<file path="src/design/sac_pkg.sv">
// Shared constants and types for the converter sequencing block
package sac_pkg;

	// ****************************************************************
	// Clock and timing
	// ****************************************************************
	localparam int CLK_MHZ        = 50;
	localparam int CONV_TIME_NS   = 3800;
	localparam int SLEEP_CONV_NS  = 9800;
	localparam int WAKE_TIME_NS   = 6000;
	localparam int ACQ_TIME_NS    = 300;
	localparam int READ_QUIET_NS  = 300;
	// Longest times round down to whole cycles
	localparam int CONV_CYCLES    = CONV_TIME_NS * CLK_MHZ / 1000;
	localparam int SLEEP_CYCLES   = SLEEP_CONV_NS * CLK_MHZ / 1000;
	localparam int WAKE_CYCLES    = WAKE_TIME_NS * CLK_MHZ / 1000;

	// ****************************************************************
	// Result and serial framing
	// ****************************************************************
	localparam int RES_BITS       = 12;
	localparam int READ_BITS      = 16;
	localparam int LEAD_ZEROS     = READ_BITS - RES_BITS;
	localparam int STEP_CYCLES    = CONV_CYCLES / (RES_BITS + 1);
	localparam int FIFO_WORDS     = 4;

	localparam logic [7:0]  STEP_LAST   = 8'(STEP_CYCLES - 1);
	localparam logic [7:0]  CONV_AGE    = 8'(CONV_CYCLES - 2);
	localparam logic [8:0]  WAKE_LAST   = 9'(WAKE_CYCLES - 1);
	localparam logic [3:0]  BIT_TOP     = 4'(RES_BITS - 1);
	localparam logic [4:0]  SHIFT_LAST  = 5'(READ_BITS - 1);
	localparam logic [4:0]  ZERO_BITS   = 5'(LEAD_ZEROS);
	localparam logic [11:0] MIDSCALE    = 12'h800;
	localparam logic [11:0] SIGN_FLIP   = 12'h800;
	localparam logic [11:0] WORD_RESET  = 12'h000;

	typedef enum logic [1:0]
	{
		SAC_IDLE  = 2'b00,
		SAC_CONV  = 2'b01,
		SAC_SLEEP = 2'b10,
		SAC_WAKE  = 2'b11
	} sac_mode_t;

endpackage

</file>
<file path="src/design/sac_fifo.sv">
// Small flip-flop FIFO with valid/ready on both sides
`timescale 1ns/1ps
module sac_fifo #(
	parameter int WIDTH = 12,
	parameter int DEPTH = 4
) (
	input  wire logic             clk,
	input  wire logic             nrst,
	input  wire logic             in_valid,
	output logic                  in_ready,
	input  wire logic [WIDTH-1:0] in_data,
	output logic                  out_valid,
	input  wire logic             out_ready,
	output logic      [WIDTH-1:0] out_data
);
	localparam int AW = $clog2(DEPTH);

	typedef struct packed {
		logic [DEPTH-1:0][WIDTH-1:0] mem;
		logic [AW-1:0]               wp;
		logic [AW-1:0]               rp;
		logic [AW:0]                 cnt;
	} sac_fifo_state_t;

	sac_fifo_state_t s;
	sac_fifo_state_t next_s;
	logic            push;
	logic            pop;

	// Depth need not be a power of two
	function automatic logic [AW-1:0] next_ptr(input logic [AW-1:0] p);
		next_ptr = (p == AW'(DEPTH - 1)) ? '0 : p + 1'b1;
	endfunction

	assign in_ready  = s.cnt != (AW+1)'(DEPTH);
	assign out_valid = s.cnt != '0;
	assign out_data  = s.mem[s.rp];
	assign push      = in_valid && in_ready;
	assign pop       = out_valid && out_ready;

	always_comb
	begin
		next_s = s;
		if (push)
		begin
			next_s.mem[s.wp] = in_data;
			next_s.wp        = next_ptr(s.wp);
		end
		if (pop)
			next_s.rp = next_ptr(s.rp);
		if (push && !pop)
			next_s.cnt = s.cnt + 1'b1;
		else if (pop && !push)
			next_s.cnt = s.cnt - 1'b1;
	end

	always_ff @(posedge clk)
	begin
		if (!nrst)
			s <= '0;
		else
			s <= next_s;
	end

endmodule

</file>
<file path="src/design/sac_conv_ctrl.sv">
// Conversion sequencing, result coding and serial readout of a 12-bit SAR converter
// Notes on behaviour
// - Start falling edge: hold and begin conversion
// - Steps timed by internal conversion clock
// - Done within 3.8 us, 9.8 us asleep, unless a full result queue stalls the finish
// - Back to tracking at conversion end
// - Auto-sleep mode supported
// - Twelve bits resolved MSB first, one per step
// - Bipolar variant codes two's complement
// - Unipolar variant codes straight binary
// - Transitions at whole LSB multiples
// - Bipolar: all-ones to zero crossing ground
// - Busy high on start, low when done
// - Start low at end: sleep; rise wakes
// - Sixteen clocks: four zeros, twelve bits, release
`timescale 1ns/1ps
module sac_conv_ctrl (
	input  wire logic        ref_clk,
	input  wire logic        nrst,
	input  wire logic        convert_start_n,
	input  wire logic        serial_clk,
	input  wire logic        comparator_high,
	input  wire logic        coding_bipolar,
	output logic             busy,
	output logic             track_hold,
	output logic             sleep_mode,
	output logic [11:0]      dac_trial,
	output logic             serial_result_out,
	output logic             serial_result_oe
);
	import sac_pkg::*;

	// ****************************************************************
	// State
	// ****************************************************************
	typedef struct packed {
		sac_mode_t   mode;
		logic [2:0]  cnv_sync;
		logic [2:0]  sck_sync;
		logic [7:0]  step_cnt;
		logic [7:0]  conv_age;
		logic [3:0]  bit_idx;
		logic [11:0] trial;
		logic [8:0]  wake_cnt;
		logic        wake_pend;
		logic        busy;
		logic        hold;
		logic        sleep;
		logic        bipolar;
		logic        strap_done;
		logic [15:0] shift;
		logic [4:0]  bit_cnt;
		logic        oe;
		logic [11:0] last_word;
	} sac_state_t;

	sac_state_t  s;
	sac_state_t  next_s;
	logic        cnv_fall;
	logic        cnv_rise;
	logic        cnv_low;
	logic        sck_fall;
	logic        sck_rise;
	logic        step_end;
	logic        read_start;
	logic [11:0] decided;
	logic        push_valid;
	logic [11:0] push_data;
	logic        fifo_in_ready;
	logic        fifo_out_valid;
	logic [11:0] fifo_out_data;

	// Keep the decided bit and raise the next trial bit; each trial bit has half the weight of the one before
	function automatic logic [11:0] sar_resolve(input logic [11:0] t, input logic [3:0] idx,
		input logic cmp);
		logic [11:0] r;
		r = t;
		if (!cmp)
			r[idx] = 1'b0;
		if (idx != 4'h0)
			r[idx - 4'h1] = 1'b1;
		sar_resolve = r;
	endfunction

	// ****************************************************************
	// Edge detection on synchronised pins
	// ****************************************************************
	// Only the second and third stages are looked at
	assign cnv_fall   = s.cnv_sync[2] && !s.cnv_sync[1];
	assign cnv_rise   = !s.cnv_sync[2] && s.cnv_sync[1];
	assign cnv_low    = !s.cnv_sync[2] && !s.cnv_sync[1];
	assign sck_fall   = s.sck_sync[2] && !s.sck_sync[1];
	assign sck_rise   = !s.sck_sync[2] && s.sck_sync[1];

	assign step_end   = s.step_cnt == STEP_LAST;
	assign decided    = sar_resolve(s.trial, s.bit_idx, comparator_high);
	assign push_valid = (s.mode == SAC_CONV) && step_end && (s.bit_idx == 4'h0);
	// Offset-binary search result becomes two's complement by flipping the MSB
	assign push_data  = s.bipolar ? (decided ^ SIGN_FLIP) : decided;
	assign read_start = sck_rise && !s.oe && (s.bit_cnt == 5'h00) && !cnv_fall;

	sac_fifo #(
		.WIDTH (RES_BITS),
		.DEPTH (FIFO_WORDS)
	) u_result_fifo (
		.clk       (ref_clk),
		.nrst      (nrst),
		.in_valid  (push_valid),
		.in_ready  (fifo_in_ready),
		.in_data   (push_data),
		.out_valid (fifo_out_valid),
		.out_ready (read_start),
		.out_data  (fifo_out_data)
	);

	// ****************************************************************
	// Next state
	// ****************************************************************
	always_comb
	begin
		next_s          = s;
		next_s.cnv_sync = {s.cnv_sync[1:0], convert_start_n};
		next_s.sck_sync = {s.sck_sync[1:0], serial_clk};
		// Strap is caught once, just after reset release
		if (!s.strap_done)
		begin
			next_s.bipolar    = coding_bipolar;
			next_s.strap_done = 1'b1;
		end
		unique case (s.mode)
			SAC_IDLE:
			begin
				if (cnv_fall)
				begin
					next_s.mode     = SAC_CONV;
					next_s.hold     = 1'b1;
					next_s.busy     = 1'b1;
					next_s.trial    = MIDSCALE;
					next_s.bit_idx  = BIT_TOP;
					next_s.step_cnt = 8'h00;
					next_s.conv_age = 8'h00;
				end
			end
			SAC_CONV:
			begin
				// Falling edges of the start pin are not looked at here
				if (s.conv_age != 8'hff)
					next_s.conv_age = s.conv_age + 8'h01;
				if (!step_end)
					next_s.step_cnt = s.step_cnt + 8'h01;
				else if (s.bit_idx != 4'h0)
				begin
					next_s.trial    = decided;
					next_s.bit_idx  = s.bit_idx - 4'h1;
					next_s.step_cnt = 8'h00;
				end
				// A full result queue stalls the finish rather than lose a word
				else if (fifo_in_ready)
				begin
					next_s.trial = decided;
					next_s.busy  = 1'b0;
					next_s.hold  = 1'b0;
					next_s.sleep = cnv_low;
					next_s.mode  = cnv_low ? SAC_SLEEP : SAC_IDLE;
				end
			end
			SAC_SLEEP:
			begin
				if (cnv_rise)
				begin
					next_s.mode      = SAC_WAKE;
					next_s.wake_cnt  = 9'h000;
					next_s.wake_pend = 1'b0;
				end
			end
			SAC_WAKE:
			begin
				next_s.wake_cnt = s.wake_cnt + 9'h001;
				if (cnv_fall)
				begin
					next_s.wake_pend = 1'b1;
					next_s.busy      = 1'b1;
				end
				// Hold is delayed until the wake-up time has run out
				if (s.wake_cnt == WAKE_LAST)
				begin
					next_s.sleep = 1'b0;
					if (s.wake_pend || cnv_fall)
					begin
						next_s.mode     = SAC_CONV;
						next_s.hold     = 1'b1;
						next_s.busy     = 1'b1;
						next_s.trial    = MIDSCALE;
						next_s.bit_idx  = BIT_TOP;
						next_s.step_cnt = 8'h00;
						next_s.conv_age = 8'h00;
					end
					else
						next_s.mode = SAC_IDLE;
				end
			end
		endcase

		// ************************************************************
		// Serial readout
		// ************************************************************
		// A start edge drops the output enable and clears the bit count, so a read must not straddle it
		if (cnv_fall)
		begin
			next_s.oe      = 1'b0;
			next_s.bit_cnt = 5'h00;
		end
		else if (read_start)
		begin
			// Whole word taken at once: a read never mixes two conversions
			next_s.last_word = fifo_out_valid ? fifo_out_data : s.last_word;
			next_s.shift     = {4'h0, next_s.last_word};
			next_s.oe        = 1'b1;
		end
		else if (sck_fall && s.oe)
		begin
			next_s.shift   = {s.shift[14:0], 1'b0};
			next_s.bit_cnt = s.bit_cnt + 5'h01;
			if (s.bit_cnt == SHIFT_LAST)
			begin
				next_s.oe      = 1'b0;
				next_s.bit_cnt = 5'h00;
			end
		end
	end

	always_ff @(posedge ref_clk)
	begin
		if (!nrst)
		begin
			s           <= '0;
			s.mode      <= SAC_IDLE;
			s.cnv_sync  <= 3'h7;
			s.last_word <= WORD_RESET;
		end
		else
			s <= next_s;
	end

	assign busy              = s.busy;
	assign track_hold        = s.hold;
	assign sleep_mode        = s.sleep;
	assign dac_trial         = s.trial;
	assign serial_result_out = s.shift[15];
	assign serial_result_oe  = s.oe;
endmodule

</file>
<file path="config.mk">
export PLATFORM = sky130hd
export DESIGN_NAME = sac_conv_ctrl
export DESIGN_NICKNAME = d
export VERILOG_FILES = /design/src/design/sac_pkg.sv /design/src/design/sac_fifo.sv /design/src/design/sac_conv_ctrl.sv
export SDC_FILE = /design/constraint.sdc
export NUM_CORES = 1
export LEC_CHECK = 0
export BUFFER_PORTS_ARGS = -buffer_cell sky130_fd_sc_hd__buf_2
export CORE_UTILIZATION = 50
export CTS_CLUSTER_SIZE = 16
export DETAILED_ROUTE_END_ITERATION = 8
export PLACE_DENSITY_LB_ADDON = 0.15
export SETUP_SLACK_MARGIN = 0.5
export SYNTH_ARGS = -nofsm -noshare
export SYNTH_HDL_FRONTEND = slang
export SYNTH_SLANG_ARGS = --single-unit
</file>
<file path="constraint.sdc">
create_clock -name ref_clk -period 3.15 [get_ports ref_clk]
set_input_delay 0.315 -clock ref_clk [delete_from_list [all_inputs] [get_ports ref_clk]]
set_output_delay 0.315 -clock ref_clk [all_outputs]
set_load 0.02 [all_outputs]
</file>
---- Yosys cells after proc, flatten, opt, wreduce, memory -nomap -nowiden ----
Index checks and enable logic that the tools add are counted.
storage, ports and cells
  register bits ........................... 144
  bits of input ports ..................... 6
  word-level logic and storage cells ...... 175
cells by class
  $add $sub $neg .......................... 9
  order comparisons ....................... 7
  equal/unequal tests ..................... 22
  mux-type cells .......................... 52
  bitwise operators ....................... 7
  reduce and logical (&&, ||, !) cells .... 53
operator list
  kind                                                                   count
  12-bit two-way mux                                                     8
  32-bit two-way mux                                                     3
  32-bit one-hot mux with 3 select lines                                 1
  48-bit bitwise mux                                                     1
  16-bit two-way mux                                                     2
  12-bit binary-select mux with 2-bit select                             1
  12-bit demux with 2-bit select                                         1
  2-bit two-way mux                                                      12
  8-bit two-way mux                                                      3
  22-bit two-way mux                                                     1
  10-bit one-hot mux with 2 select lines                                 1
  5-bit AND reduction                                                    4
  1-bit logical AND                                                      18
  3-bit two-way mux                                                      6
  6-bit AND reduction                                                    3
  8-bit by 1-bit adder with 8-bit output (second input constant)         2
  2-bit != test (second input constant)                                  8
  12-bit bitwise AND                                                     1
  12-bit NOT                                                             1
  12-bit bitwise OR                                                      1
  4-bit by 5-bit < comparator with 1-bit output (second input constant)  2
  10-bit two-way mux                                                     1
  2-bit AND reduction                                                    5
  2-bit nonzero test                                                     5
  other kinds (36)                                                       59

---- Depth between registers and ports, before layout ----
Gate-level depths: netlist of run 1.
  depth in word-level cells ............... 13
  mapped depth ............................ 13
  depth with buffers taken out ............ 12

---- Cells and area by module ----
From an unflattened synthesis of run 1, not the netlist that was laid out.
unflattened totals
  cells, all modules ...................... 735
  area total of the unflattened synthesis .. 6671.4 um2
modules (own cells, without submodules)
  module         times used  cells each  area each (um2)
  sac_conv_ctrl  1           500         4111.4
  sac_fifo       1           235         2560.0

---- Least setup slack after synthesis of run 1 ----
Ideal clock, no wire load.
  path type ............................... register to register
  from .................................... reg s[61] (netlist name)
  to ...................................... reg u_result_fifo.s[2] (netlist name)
  library setup time ...................... 0.070 ns
  arrival time ............................ 2.798 ns
  data required time ...................... 3.080 ns
  setup slack ............................. 0.282 ns
  stages on the path, launching flop included .. 14
  period minus slack after synthesis ...... 2.868 ns
  cells stage by stage .................... dfxtp_1 -> inv_1 -> ha_1 -> clkbuf_1 -> nor3b_2 -> nand2b_1 -> buf_2 -> nor3_1 -> ha_1 -> inv_1 -> fa_1 -> xor2_1 -> or3_1 -> a21oi_1
on the way
  longest elaborated chain between the ends .. 6
RTL lines
  item                          RTL line              source
  from (decl)                   sac_conv_ctrl.sv:57   sac_state_t s;
  from (signal assigned)        sac_conv_ctrl.sv:242  s <= next_s;
  4-bit zero test *             sac_conv_ctrl.sv:97   assign push_valid = (s.mode == SAC_CONV) && step_end && (s.bit_idx == 4'h0);
  1-bit logical AND *           sac_conv_ctrl.sv:97
  1-bit logical AND *           sac_fifo.sv:38        assign push = in_valid && in_ready;
  net u_result_fifo.push        sac_fifo.sv:27        logic push;
  1-bit zero test               sac_fifo.sv:53        else if (pop && !push)
  1-bit logical AND             sac_fifo.sv:53
  2-bit nonzero test (no line)  n/a
  to (signal assigned)          sac_fifo.sv:62        s <= next_s;
  to (decl)                     sac_fifo.sv:25        sac_fifo_state_t s;
Mark *: on every way through the listed nets, which the timed path passes. The rest lies on a longest branch.
A chain may end at the register's enable or synchronous reset.

---- Worst setup path in the final report of run 1 ----
  from .................................... reg s[13] (netlist name)
  to ...................................... reg u_result_fifo.s[2] (netlist name)
on the way
  longest elaborated chain between the ends .. 7
RTL lines
  item                                                            RTL line              source
  5-bit zero test *                                               sac_conv_ctrl.sv:100  assign read_start = sck_rise && !s.oe && (s.bit_cnt == 5'h00) && !cnv_fall;
  1-bit logical AND * (2 in series)                               sac_conv_ctrl.sv:100
  1-bit logical AND *                                             sac_fifo.sv:39        assign pop = out_valid && out_ready;
  1-bit zero test                                                 sac_fifo.sv:51        if (push && !pop)
  1-bit logical AND                                               sac_fifo.sv:51
  3-bit two-way mux / 2-bit nonzero test (equally long branches)  n/a
Every way passes the cells marked *; elsewhere a longest branch is shown, timed or not.

==> run_results.csv, run 1 <==
group,metric,value,unit
min_path,hp-class,"in -> reg",
drt,route.detailed.drc,0,
timing,rsz0062_at_grt,"false",
power,seq_power_share,0.443,
clocking,cts_tree,"done",
floorplanning,num_io_pins,23,
power,combPwrFrac,0.053,
floorplanning,die_area,13010,um2
power,peakVddDrop,0.0003552,V
synth,yosysUniqueCellTypes,64,
min_path,whs_endpoint,"next_s[85]",
worst_setup_path,reg2reg_from,"s[13]",
synth,postSynthCellCount,695,
synth,synth_nets,718,
synth,ys_ff_latch,136,
synth,yosys.area_share.adder,0.03506,
grt,grtUsageTotal,0.2402,
power,p_clk_frac,0.504,
synth,synth-simple-area-share,0.1994,
final_layout,final_nets,727,
worst_setup_path,r2r_end,"u_result_fifo.s[2]",
synth,syn_area,6281,um2
placed_design,port_buffers,22,
timing,finalMaxSlewViolations,0,
drt,ant_nets,0,
run_status,outcome,"finished clean",
timing,max_slew_margin,0.3481,
worst_setup_path,crit_required,3500,ps
worst_setup_path,cp_data_arrival_time,2810,ps
final_layout,syn_to_final_growth,13.67,%
worst_setup_path,critPathSlowestCell,"fa_1",
floorplanning,initial_utilization,0.5186,
grt,grt_pass1_wl,24.39,mm
synth,synth_edf_count,0,
power,intPower,3.070,mW
clocking,cts_sinks,136,
worst_setup_path,setup.worst_path.start_class,"flop",
floorplanning,dieWidth,114.1,um
drt,vias_per_cell,5.765,
min_path,whs_path_depth,2,
clocking,clkTransAtPathRegs,60,ps
timing,max_slew.worst_pin.slew,968.9,ps
floorplanning,die_h,114.1,um
worst_setup_path,critPathCaptureType,"flop",
timing,setup-tns-final,0,ps
synth,synthMuxAreaShare,0.08028,
drt,first_pass_iters,5,
grt,grt_pass1_vias,4847,
synth,synth_compound_area_frac,0.1757,
worst_setup_path,path_common_cell,"inv_1",
power,power.total,3.996,mW
floorplanning,rows,40,
clocking,insertion_delay,430,ps
timing,setup_viol,0,
synth,synth_ff_type,"dfxtp_1",
placed_design,hpwl,9.752,mm
power,switching_power,0.9254,mW
floorplanning,core,12110,um2
worst_setup_path,slowest_delay,370,ps
power,p_per_area,559.6,nW/um2
grt,grt_overflow,0,
grt,grt_max_degree,54,
grt,antenna_found_initial,0,
final_layout,diodes,0,
worst_setup_path,path_cells,"inv_1 -> ha_1 -> nor4bb_1 -> nand3_1 -> nor2_1 -> buf_4 -> inv_1 -> ha_2 -> inv_1 -> fa_1 -> xor2_1 -> or3_1 -> a21oi_1",
worst_setup_path,crit_fanout,13,
synth,synth-xor-area-share,0.02092,
placed_design,gp_congestion,0.8818,
min_path,min_from,"convert_start_n",
drt,wirelength,14.52,mm
worst_setup_path,path_class,"reg -> reg",
timing,final-hold-violation-count,0,
timing,finalCritPeriodShare,0.7799,
synth,ys_warn_count,0,
clocking,clk_path_buf_depth,2,
final_layout,layout.cells.most_common,"dfxtp_1",
synth,async_flop_share,0,
final_layout,final_cell_mix,"132 x dfxtp_1, 83 x nor2_1, 59 x nand2_1",
drt,drt_iter0_drc,369,
synth,synth_top_family_by_area,"simple AND/OR/NAND/NOR gates",
worst_setup_path,worstRegToRegCells,13,
run,cap_violations,0,
clocking,htreeDepth,4,
clocking,cts_hold_buf,0,
drt,dr_total_vias,5096,
final_layout,drive_gt1_frac,0.1648,
synth,syn_avg_cell_area,9.037,um2
timing,fmax,407.1,MHz
timing,finalClockSkew,7.176,ps
clocking,cts_buffers,17,
drt,drt-wirelength-per-cell,16.42,um
timing,finalCriticalPeriod,2457,ps
clocking,clockRootBuffer,"clkbuf_16",
worst_setup_path,reg2reg_slack,690,ps
synth,ys_seq_area_frac,0.4335,
power,swShare,0.2316,
power,leakage,2.529,nW
-- cells in the mapped netlist, drive strengths merged (11+ instances only) --
cell | count | area share
nand2 | 59 | 0.035
clkbuf | 33 | 0.020
o21ai | 17 | 0.014
a211oi | 30 | 0.036
inv | 22 | 0.013
nand3 | 33 | 0.026
nor2 | 83 | 0.050
buf | 22 | 0.022
nor3 | 23 | 0.019
o31ai | 12 | 0.014
a21oi | 36 | 0.029
o221ai | 12 | 0.017
ha | 16 | 0.032
dfxtp | 136 | 0.43
mux2 | 11 | 0.020
mux2i | 11 | 0.018
mux4 | 12 | 0.043
-- power groups by stage --
stage	sequential (mW)	combinational [mW]	clock, mW
floorplan	1.80	0.161	0
global placement	1.80	0.197	0
detailed placement	1.80	0.202	0
finish	1.77	0.213	2.01
global route	1.77	0.233	2.11
CTS	1.77	0.207	2.04
-- flip-flops by register name (all words and copies together) (netlist names), named ones only --
name               flops
busy                   1
sleep_mode             1
serial_result_out      1
next_s                 4
s                     59
u_result_fifo.s       55
dac_trial             12
track_hold             1
serial_result_oe       1
-- worst max-delay path by stage --
stage / startpoint / end / slack (ps) / cells after the start
6_report: s[13] / u_result_fifo.s[2] / 690 / 13
3_5_place_dp: s[62] / u_result_fifo.s[2] / 410 / 11
3_3_place_gp: s[62] / u_result_fifo.s[2] / 520 / 11
4_1_cts: s[62] / u_result_fifo.s[2] / 560 / 11
5_1_grt: s[13] / u_result_fifo.s[2] / 510 / 13
2_1_floorplan: s[62] / u_result_fifo.s[2] / 500 / 13
-- final cells by class --
cell class	count	area [um2]
Fill cell	1105	4972
Multi-Input combinational cell	481	3238
Sequential cell	136	2728
Clock buffer	18	439.2
Timing Repair Buffer	45	282.8
Tap cell	168	210.2
Clock inverter	13	155.1
Inverter	23	86.33
-- critical path: cells and delay by family (launching register included) --
kind | cells | cell delay, ps
adder cells (fa/ha/maj) | 3 | 740
AND/OR/NAND/NOR | 4 | 610
buffers and inverters | 4 | 390
flip-flops | 1 | 340
XOR/XNOR | 1 | 170
AO/OA/AOI/OAI | 1 | 150
-- stage by stage --
step                      setup WS (ps)  instances  instance area (um2)    util  hold WS (ps)
after floorplan                   500.6        695                 6312       -         342.7
after detailed placement          407.8        851                 6514  0.5378         395.6
after CTS                         555.8        883                 7118  0.5877         63.92
final                             693.3        884                 7139  0.5895         74.67
after global placement            517.5        851                 6514  0.5378         399.0
after global routing              513.0        884                 7139  0.5895         83.32
-- cells by family (layout without fill, tap and decap cells) --
group           Yosys count  in the layout
simple gates            256            256
buf+inv                  78             99
fa+ha+maj                17             17
mux                      34             34
flops                   136            136
compound gates          159            159
xor+xnor                 15             15
-- metal layers --
layer,global-route usage,vias to the layer above,part of all wire
li1,-,2514,-
met1,0.3208,2471,0.48
met2,0.3822,95,0.47
met3,0.05664,16,0.039
met4,0.08225,0,0.013
met5,0,-,0
-- what timing repair did --
action / in CTS / in global routing
buffers inserted: 1 / 1
pin swaps: 0 / 1
gates resized for setup: 1 / 4
endpoints found under the hold margin: 0 / 0
setup endpoints to repair: 1 / 1
No activity file was read; power rests on OpenSTA's default activity.
==> run 2: changes to the inputs <==
- clock period: 3.15 -> 2.1 ns (I/O delays scaled with it)
==> run 2 against run 1 <==
  * The run now ends with setup timing left
  * Hold slack better by 5.7 ps
  * Sequential share of layout area is 9.2 points lower
  * Clock skew is 1.3 ps higher
  * Combinational power grew to 2.9 times the previous value
  * Sequential power is 49% higher
  * Final cell count is 13% higher
  * Via count is 20% higher
  * Routed wire length is 45% higher
  * Utilization is 19 points higher
  * Clock power is 50% higher
  * Die area stayed put
==> run_results.csv, run 2 (synthesis gave the netlist of run 1 again) <==
group,metric,value,unit
drt,route.detailed.drc,0,
grt,grtUsageTotal,0.3037,
worst_setup_path,setup.worst_path.start_class,"flop",
final_layout,max_flop_register,"s",
run_status,outcome,"finished with violations",
final_layout,final_area,9455,um2
placed_design,place_ws,-288.0,ps
final_layout,num-fill-cells,731,
drt,wirelength,21.02,mm
worst_setup_path,critPathCaptureType,"flop",
power,p_per_area,663.6,nW/um2
final_layout,diodes,0,
min_path,hp-class,"in -> reg",
floorplanning,die_area,13010,um2
timing,setup_viol,46,
final_layout,final_nets,841,
worst_setup_path,r2r_end,"u_result_fifo.s[2]",
clocking,clockRootBuffer,"clkbuf_16",
floorplanning,core,12110,um2
power,peakVddDrop,0.0005566,V
worst_setup_path,worstRegToRegCells,10,
worst_setup_path,path_class,"reg -> reg",
run,cap_violations,0,
final_layout,drive_gt1_frac,0.4428,
clocking,cts_tree,"done",
grt,grt_pass1_vias,5787,
timing,max_slew.worst_pin.slew,814.7,ps
timing,max_slew_margin,0.4569,
placed_design,hpwl,10.15,mm
drt,drt-wirelength-per-cell,21.04,um
grt,grt_pass1_wl,30.53,mm
clocking,cts_sinks,136,
worst_setup_path,reg2reg_slack,-290,ps
floorplanning,rows,40,
drt,ant_nets,0,
drt,drt_iter0_drc,432,
timing,rsz0062_at_grt,"true",
worst_setup_path,reg2reg_from,"s[77]",
placed_design,port_buffers,22,
final_layout,final_util,0.7807,
clocking,clkTransAtPathRegs,60,ps
timing,fmax,417.9,MHz
timing,finalClockSkew,8.493,ps
run_status,violations,"setup timing",
clocking,insertion_delay,420,ps
grt,grt_max_degree,69,
worst_setup_path,crit_required,2440,ps
timing,finalCriticalPeriod,2393,ps
floorplanning,dieWidth,114.1,um
placed_design,gp_congestion,0.8136,
timing,fin_ws,-292.7,ps
timing,final-hold-violation-count,0,
clocking,clk_path_buf_depth,2,
clocking,htreeDepth,4,
placed_design,post_dp_cell_area,7000,um2
final_layout,largest_reg_flops,59,
floorplanning,die_h,114.1,um
drt,dr_total_vias,6109,
drt,first_pass_iters,5,
drt,vias_per_cell,6.115,
min_path,min_from,"coding_bipolar",
min_path,whs_endpoint,"s[35]",
min_path,whs_path_depth,3,
timing,finalCritPeriodShare,1.139,
worst_setup_path,cp_data_arrival_time,2730,ps
timing,finalMaxSlewViolations,0,
final_layout,syn_to_final_growth,50.54,%
floorplanning,initial_utilization,0.5186,
grt,antenna_found_initial,0,
final_layout,layout.cells.most_common,"dfxtp_1",
grt,grt_overflow,0,
worst_setup_path,crit_fanout,2,
power,leakage,3.511,nW
final_layout,final_cell_mix,"124 x dfxtp_1, 76 x buf_4, 71 x nor2_1",
clocking,cts_buffers,17,
floorplanning,num_io_pins,23,
-- run 2: cell types whose count changed in the layout (fill, tap and decap cells not counted), moves of 10 or more --
| cell | before | now |
|---|---|---|
| buf_4 | 23 | 76 |
| o221ai_1 | 12 | 0 |
| o31ai_1 | 12 | 1 |
| nand2_2 | 0 | 15 |
| nand3_1 | 33 | 19 |
| mux2_2 | 11 | 0 |
| o2bb2ai_1 | 10 | 0 |
| o221ai_2 | 0 | 11 |
| mux2_4 | 0 | 11 |
| nand2_1 | 59 | 43 |
| buf_6 | 0 | 36 |
| nor2_1 | 83 | 71 |
-- run 2: cell type report --
cell class | count | area [um2] | area share
multi-input cells | 482 | 4283 | 0.4530
flip-flops and latches | 136 | 2745 | 0.2903
repair buffers | 158 | 1531 | 0.1620
clock buffers | 23 | 478.0 | 0.05055
well taps | 168 | 210.2 | 0.02223
clock inverters | 9 | 116.4 | 0.01231
inverters | 23 | 91.34 | 0.009660
-- run 2: where the power goes --
group / leakage (nW) / internal, mW / switching [mW]
Sequential: 1.11 / 2.61 / 0.0281
Combinational: 2.13 / 0.263 / 0.358
Clock: 0.277 / 1.85 / 1.16
-- run 2: through the flow --
stage / power, mW / hold WS (ps) / TNS (ps) / cells
final: 6.275 / 80.39 / -4030 / 999
after global placement: 3.059 / 396.0 / -211.9 / 893
after CTS: 6.175 / 72.62 / -348.6 / 975
after global routing: 6.446 / 98.13 / -7925 / 999
after detailed placement: 3.067 / 399.4 / -324.1 / 893
after floorplan: 2.956 / 237.7 / -2115 / 695
-- run 2: layer usage --
layer	track usage	vias to the layer above	wire length [um]
li1	-	2767	-
met1	0.3677	3031	8354
met2	0.5354	242	10730
met3	0.05982	69	1138
met4	0.1091	0	791
met5	0	-	0
-- run 2: repair_timing --
action / in CTS / in global routing
pin swaps: 80 / 43
hold endpoints to repair: 2 / 0
resized for setup: 178 / 79
setup buffers: 37 / 20
endpoints found under the setup margin: 105 / 117
cloned: 11 / 4
hold buffers: 2 / 0
-- run 2: worst max-delay path by stage --
stage / end / cells past startpoint / slack, ps / startpoint
2_1_floorplan: u_result_fifo.s[2] / 13 / -390 / s[61]
3_3_place_gp: u_result_fifo.s[2] / 10 / -210 / s[78]
3_5_place_dp: u_result_fifo.s[2] / 10 / -290 / s[78]
4_1_cts: u_result_fifo.s[2] / 11 / -170 / s[62]
5_1_grt: u_result_fifo.s[2] / 10 / -370 / s[77]
6_report: u_result_fifo.s[2] / 10 / -290 / s[77]
-- run 2: critical path: stages, from the launching register on --
cell     delay [ps]
dfxtp_2         320
nor4_2          280
buf_4           170
nand3_4         100
nor3_4          230
ha_4            170
inv_2            30
fa_2            360
xor2_1          190
or3_1           340
a21oi_2         130
==> run 3: changes to the inputs <==
- CORE_UTILIZATION: 50 -> 40
- PLACE_DENSITY_LB_ADDON: 0.15 -> default
==> run 3 against run 2 <==
  * The run still ends with setup timing left
  * Sequential cell count did not move
  * Clock power about the same
  * Routed wire length is 7.5% lower
==> run_results.csv, run 3 (synthesis gave the netlist of run 1 again) <==
group,metric,value,unit
timing,finalMaxSlewViolations,0,
power,intPower,4.640,mW
placed_design,port_buffers,22,
drt,drt_iter0_drc,428,
grt,grt_pass1_vias,5948,
clocking,cts_tree,"done",
final_layout,num-fill-cells,1140,
floorplanning,initial_utilization,0.4116,
clocking,htreeDepth,4,
worst_setup_path,crit_start,"s[62]",
worst_setup_path,path_class,"reg -> reg",
timing,max_slew_margin,0.4315,
drt,wirelength,19.45,mm
final_layout,diodes,0,
placed_design,place_ws,-250.6,ps
timing,final-hold-violation-count,0,
final_layout,final_area,9617,um2
floorplanning,core,15260,um2
min_path,hp-class,"in -> reg",
drt,drt-wirelength-per-cell,18.57,um
timing,setup-tns-final,-455.2,ps
timing,fin_hold_ws,12.06,ps
final_layout,multiInputGateArea,4302,um2
run_status,outcome,"finished with violations",
run,cap_violations,0,
final_layout,syn_to_final_growth,53.11,%
power,swShare,0.2597,
worst_setup_path,reg2reg_from,"s[62]",
grt,grt_overflow,0,
floorplanning,num_io_pins,23,
power,p_per_area,651.8,nW/um2
worst_setup_path,r2r_end,"u_result_fifo.s[2]",
worst_setup_path,setup.worst_path.start_class,"flop",
worst_setup_path,worstRegToRegCells,11,
drt,dr_total_vias,5890,
clocking,cts_buffers,17,
final_layout,final_cell_mix,"124 x dfxtp_1, 68 x buf_4, 61 x nor2_1",
final_layout,drive_gt1_frac,0.4665,
clocking,cts_sinks,136,
clocking,clk_path_buf_depth,2,
floorplanning,dieWidth,127.3,um
power,combPwrFrac,0.095,
timing,fmax,443.2,MHz
worst_setup_path,cp_data_arrival_time,2600,ps
placed_design,placed_cells,941,
timing,finalCriticalPeriod,2256,ps
final_layout,max_flop_register,"s",
clocking,clkTransAtPathRegs,60,ps
power,power.total,6.268,mW
worst_setup_path,critPathCapture,"u_result_fifo.s[2]",
power,seq_power_share,0.420,
power,peakVddDrop,0.0006599,V
floorplanning,die_h,127.3,um
run_status,violations,"setup timing",
timing,rsz0062_at_grt,"true",
final_layout,largest_reg_flops,59,
power,p_clk_frac,0.485,
timing,max_slew.worst_pin.slew,852.7,ps
final_layout,final_util,0.6303,
floorplanning,die_area,16210,um2
timing,finalClockSkew,8.915,ps
clocking,clockRootBuffer,"clkbuf_16",
final_layout,final-seq-area,2745,um2
grt,grt_max_degree,69,
worst_setup_path,critPathCaptureType,"flop",
drt,route.detailed.drc,0,
worst_setup_path,crit_required,2450,ps
timing,setup_viol,15,
placed_design,hpwl,10.57,mm
drt,first_pass_iters,5,
final_layout,stdcell_count,1047,
final_layout,layout.cells.most_common,"dfxtp_1",
worst_setup_path,crit_fanout,2,
grt,grtUsageTotal,0.2437,
clocking,insertion_delay,430,ps
timing,finalCritPeriodShare,1.074,
placed_design,gp_congestion,0.8324,
grt,grt_pass1_wl,30.64,mm
drt,vias_per_cell,5.626,
worst_setup_path,reg2reg_slack,-160,ps
final_layout,final_nets,846,
drt,ant_nets,0,
floorplanning,rows,45,
timing,fin_ws,-156.2,ps
grt,antenna_found_initial,0,
min_path,min_from,"coding_bipolar",
placed_design,post_dp_cell_area,7092,um2
power,switching_power,1.628,mW
power,leakage,3.534,nW
==> run 3: cell types whose count changed in the layout (fill, tap and decap cells not counted), sizes merged <==
cell / previous run / this run
buf: 155 / 160
clkbuf: 24 / 19
clkinv: 1 / 5
inv: 25 / 29
clkinvlp: 4 / 1
==> run 3: worst min-delay path by stage <==
stage	to	slack (ps)	depth (start not counted)
after floorplan	s[34]	240	0
after global placement	next_s[86]	400	1
after detailed placement	next_s[85]	400	2
after CTS	s[35]	10	3
after global routing	s[35]	30	3
final	s[35]	10	3
==> run 3: repair_timing <==
action | in CTS | in global routing
cloned | 15 | 1
endpoints found under the hold margin | 2 | 0
buffers inserted | 41 | 15
pin swaps | 84 | 24
hold buffers | 2 | 0
resized for setup | 210 | 77
setup endpoints to repair | 109 | 119
==> run 3: per-layer routing <==
layer	GRT usage	wire length, um	part of all wire	vias up
li1	-	-	-	2775
met5	0	0	0	-
met1	0.3001	8271	0.43	2942
met3	0.05486	786	0.040	33
met4	0.08824	392	0.020	0
met2	0.4169	9997	0.51	140
==> run 3: final cells by class <==
cell class,count,area share
repair buffers,163,0.1690
inverters,23,0.009238
multi-input cells,482,0.4473
well taps,211,0.02745
clock inverters,14,0.01691
flip-flops and latches,136,0.2855
clock buffers,18,0.04463
==> run 3: power groups by stage <==
stage	clock network [mW]	registers (mW)	logic (mW)
floorplan	0	2.70	0.260
global placement	0	2.69	0.384
detailed placement	0	2.69	0.393
CTS	3.04	2.63	0.559
global route	3.18	2.64	0.632
finish	3.04	2.64	0.595
==> run 3: worst max-delay path, cell delays in order (launching register included) <==
cell      delay, ps
dfxtp_4         350
inv_4            60
ha_4            130
nor3b_4         210
nand2b_1        130
nor3_4          160
ha_4            160
inv_2            40
fa_2            340
xor2_1          150
or3_1           310
a21oi_1         120
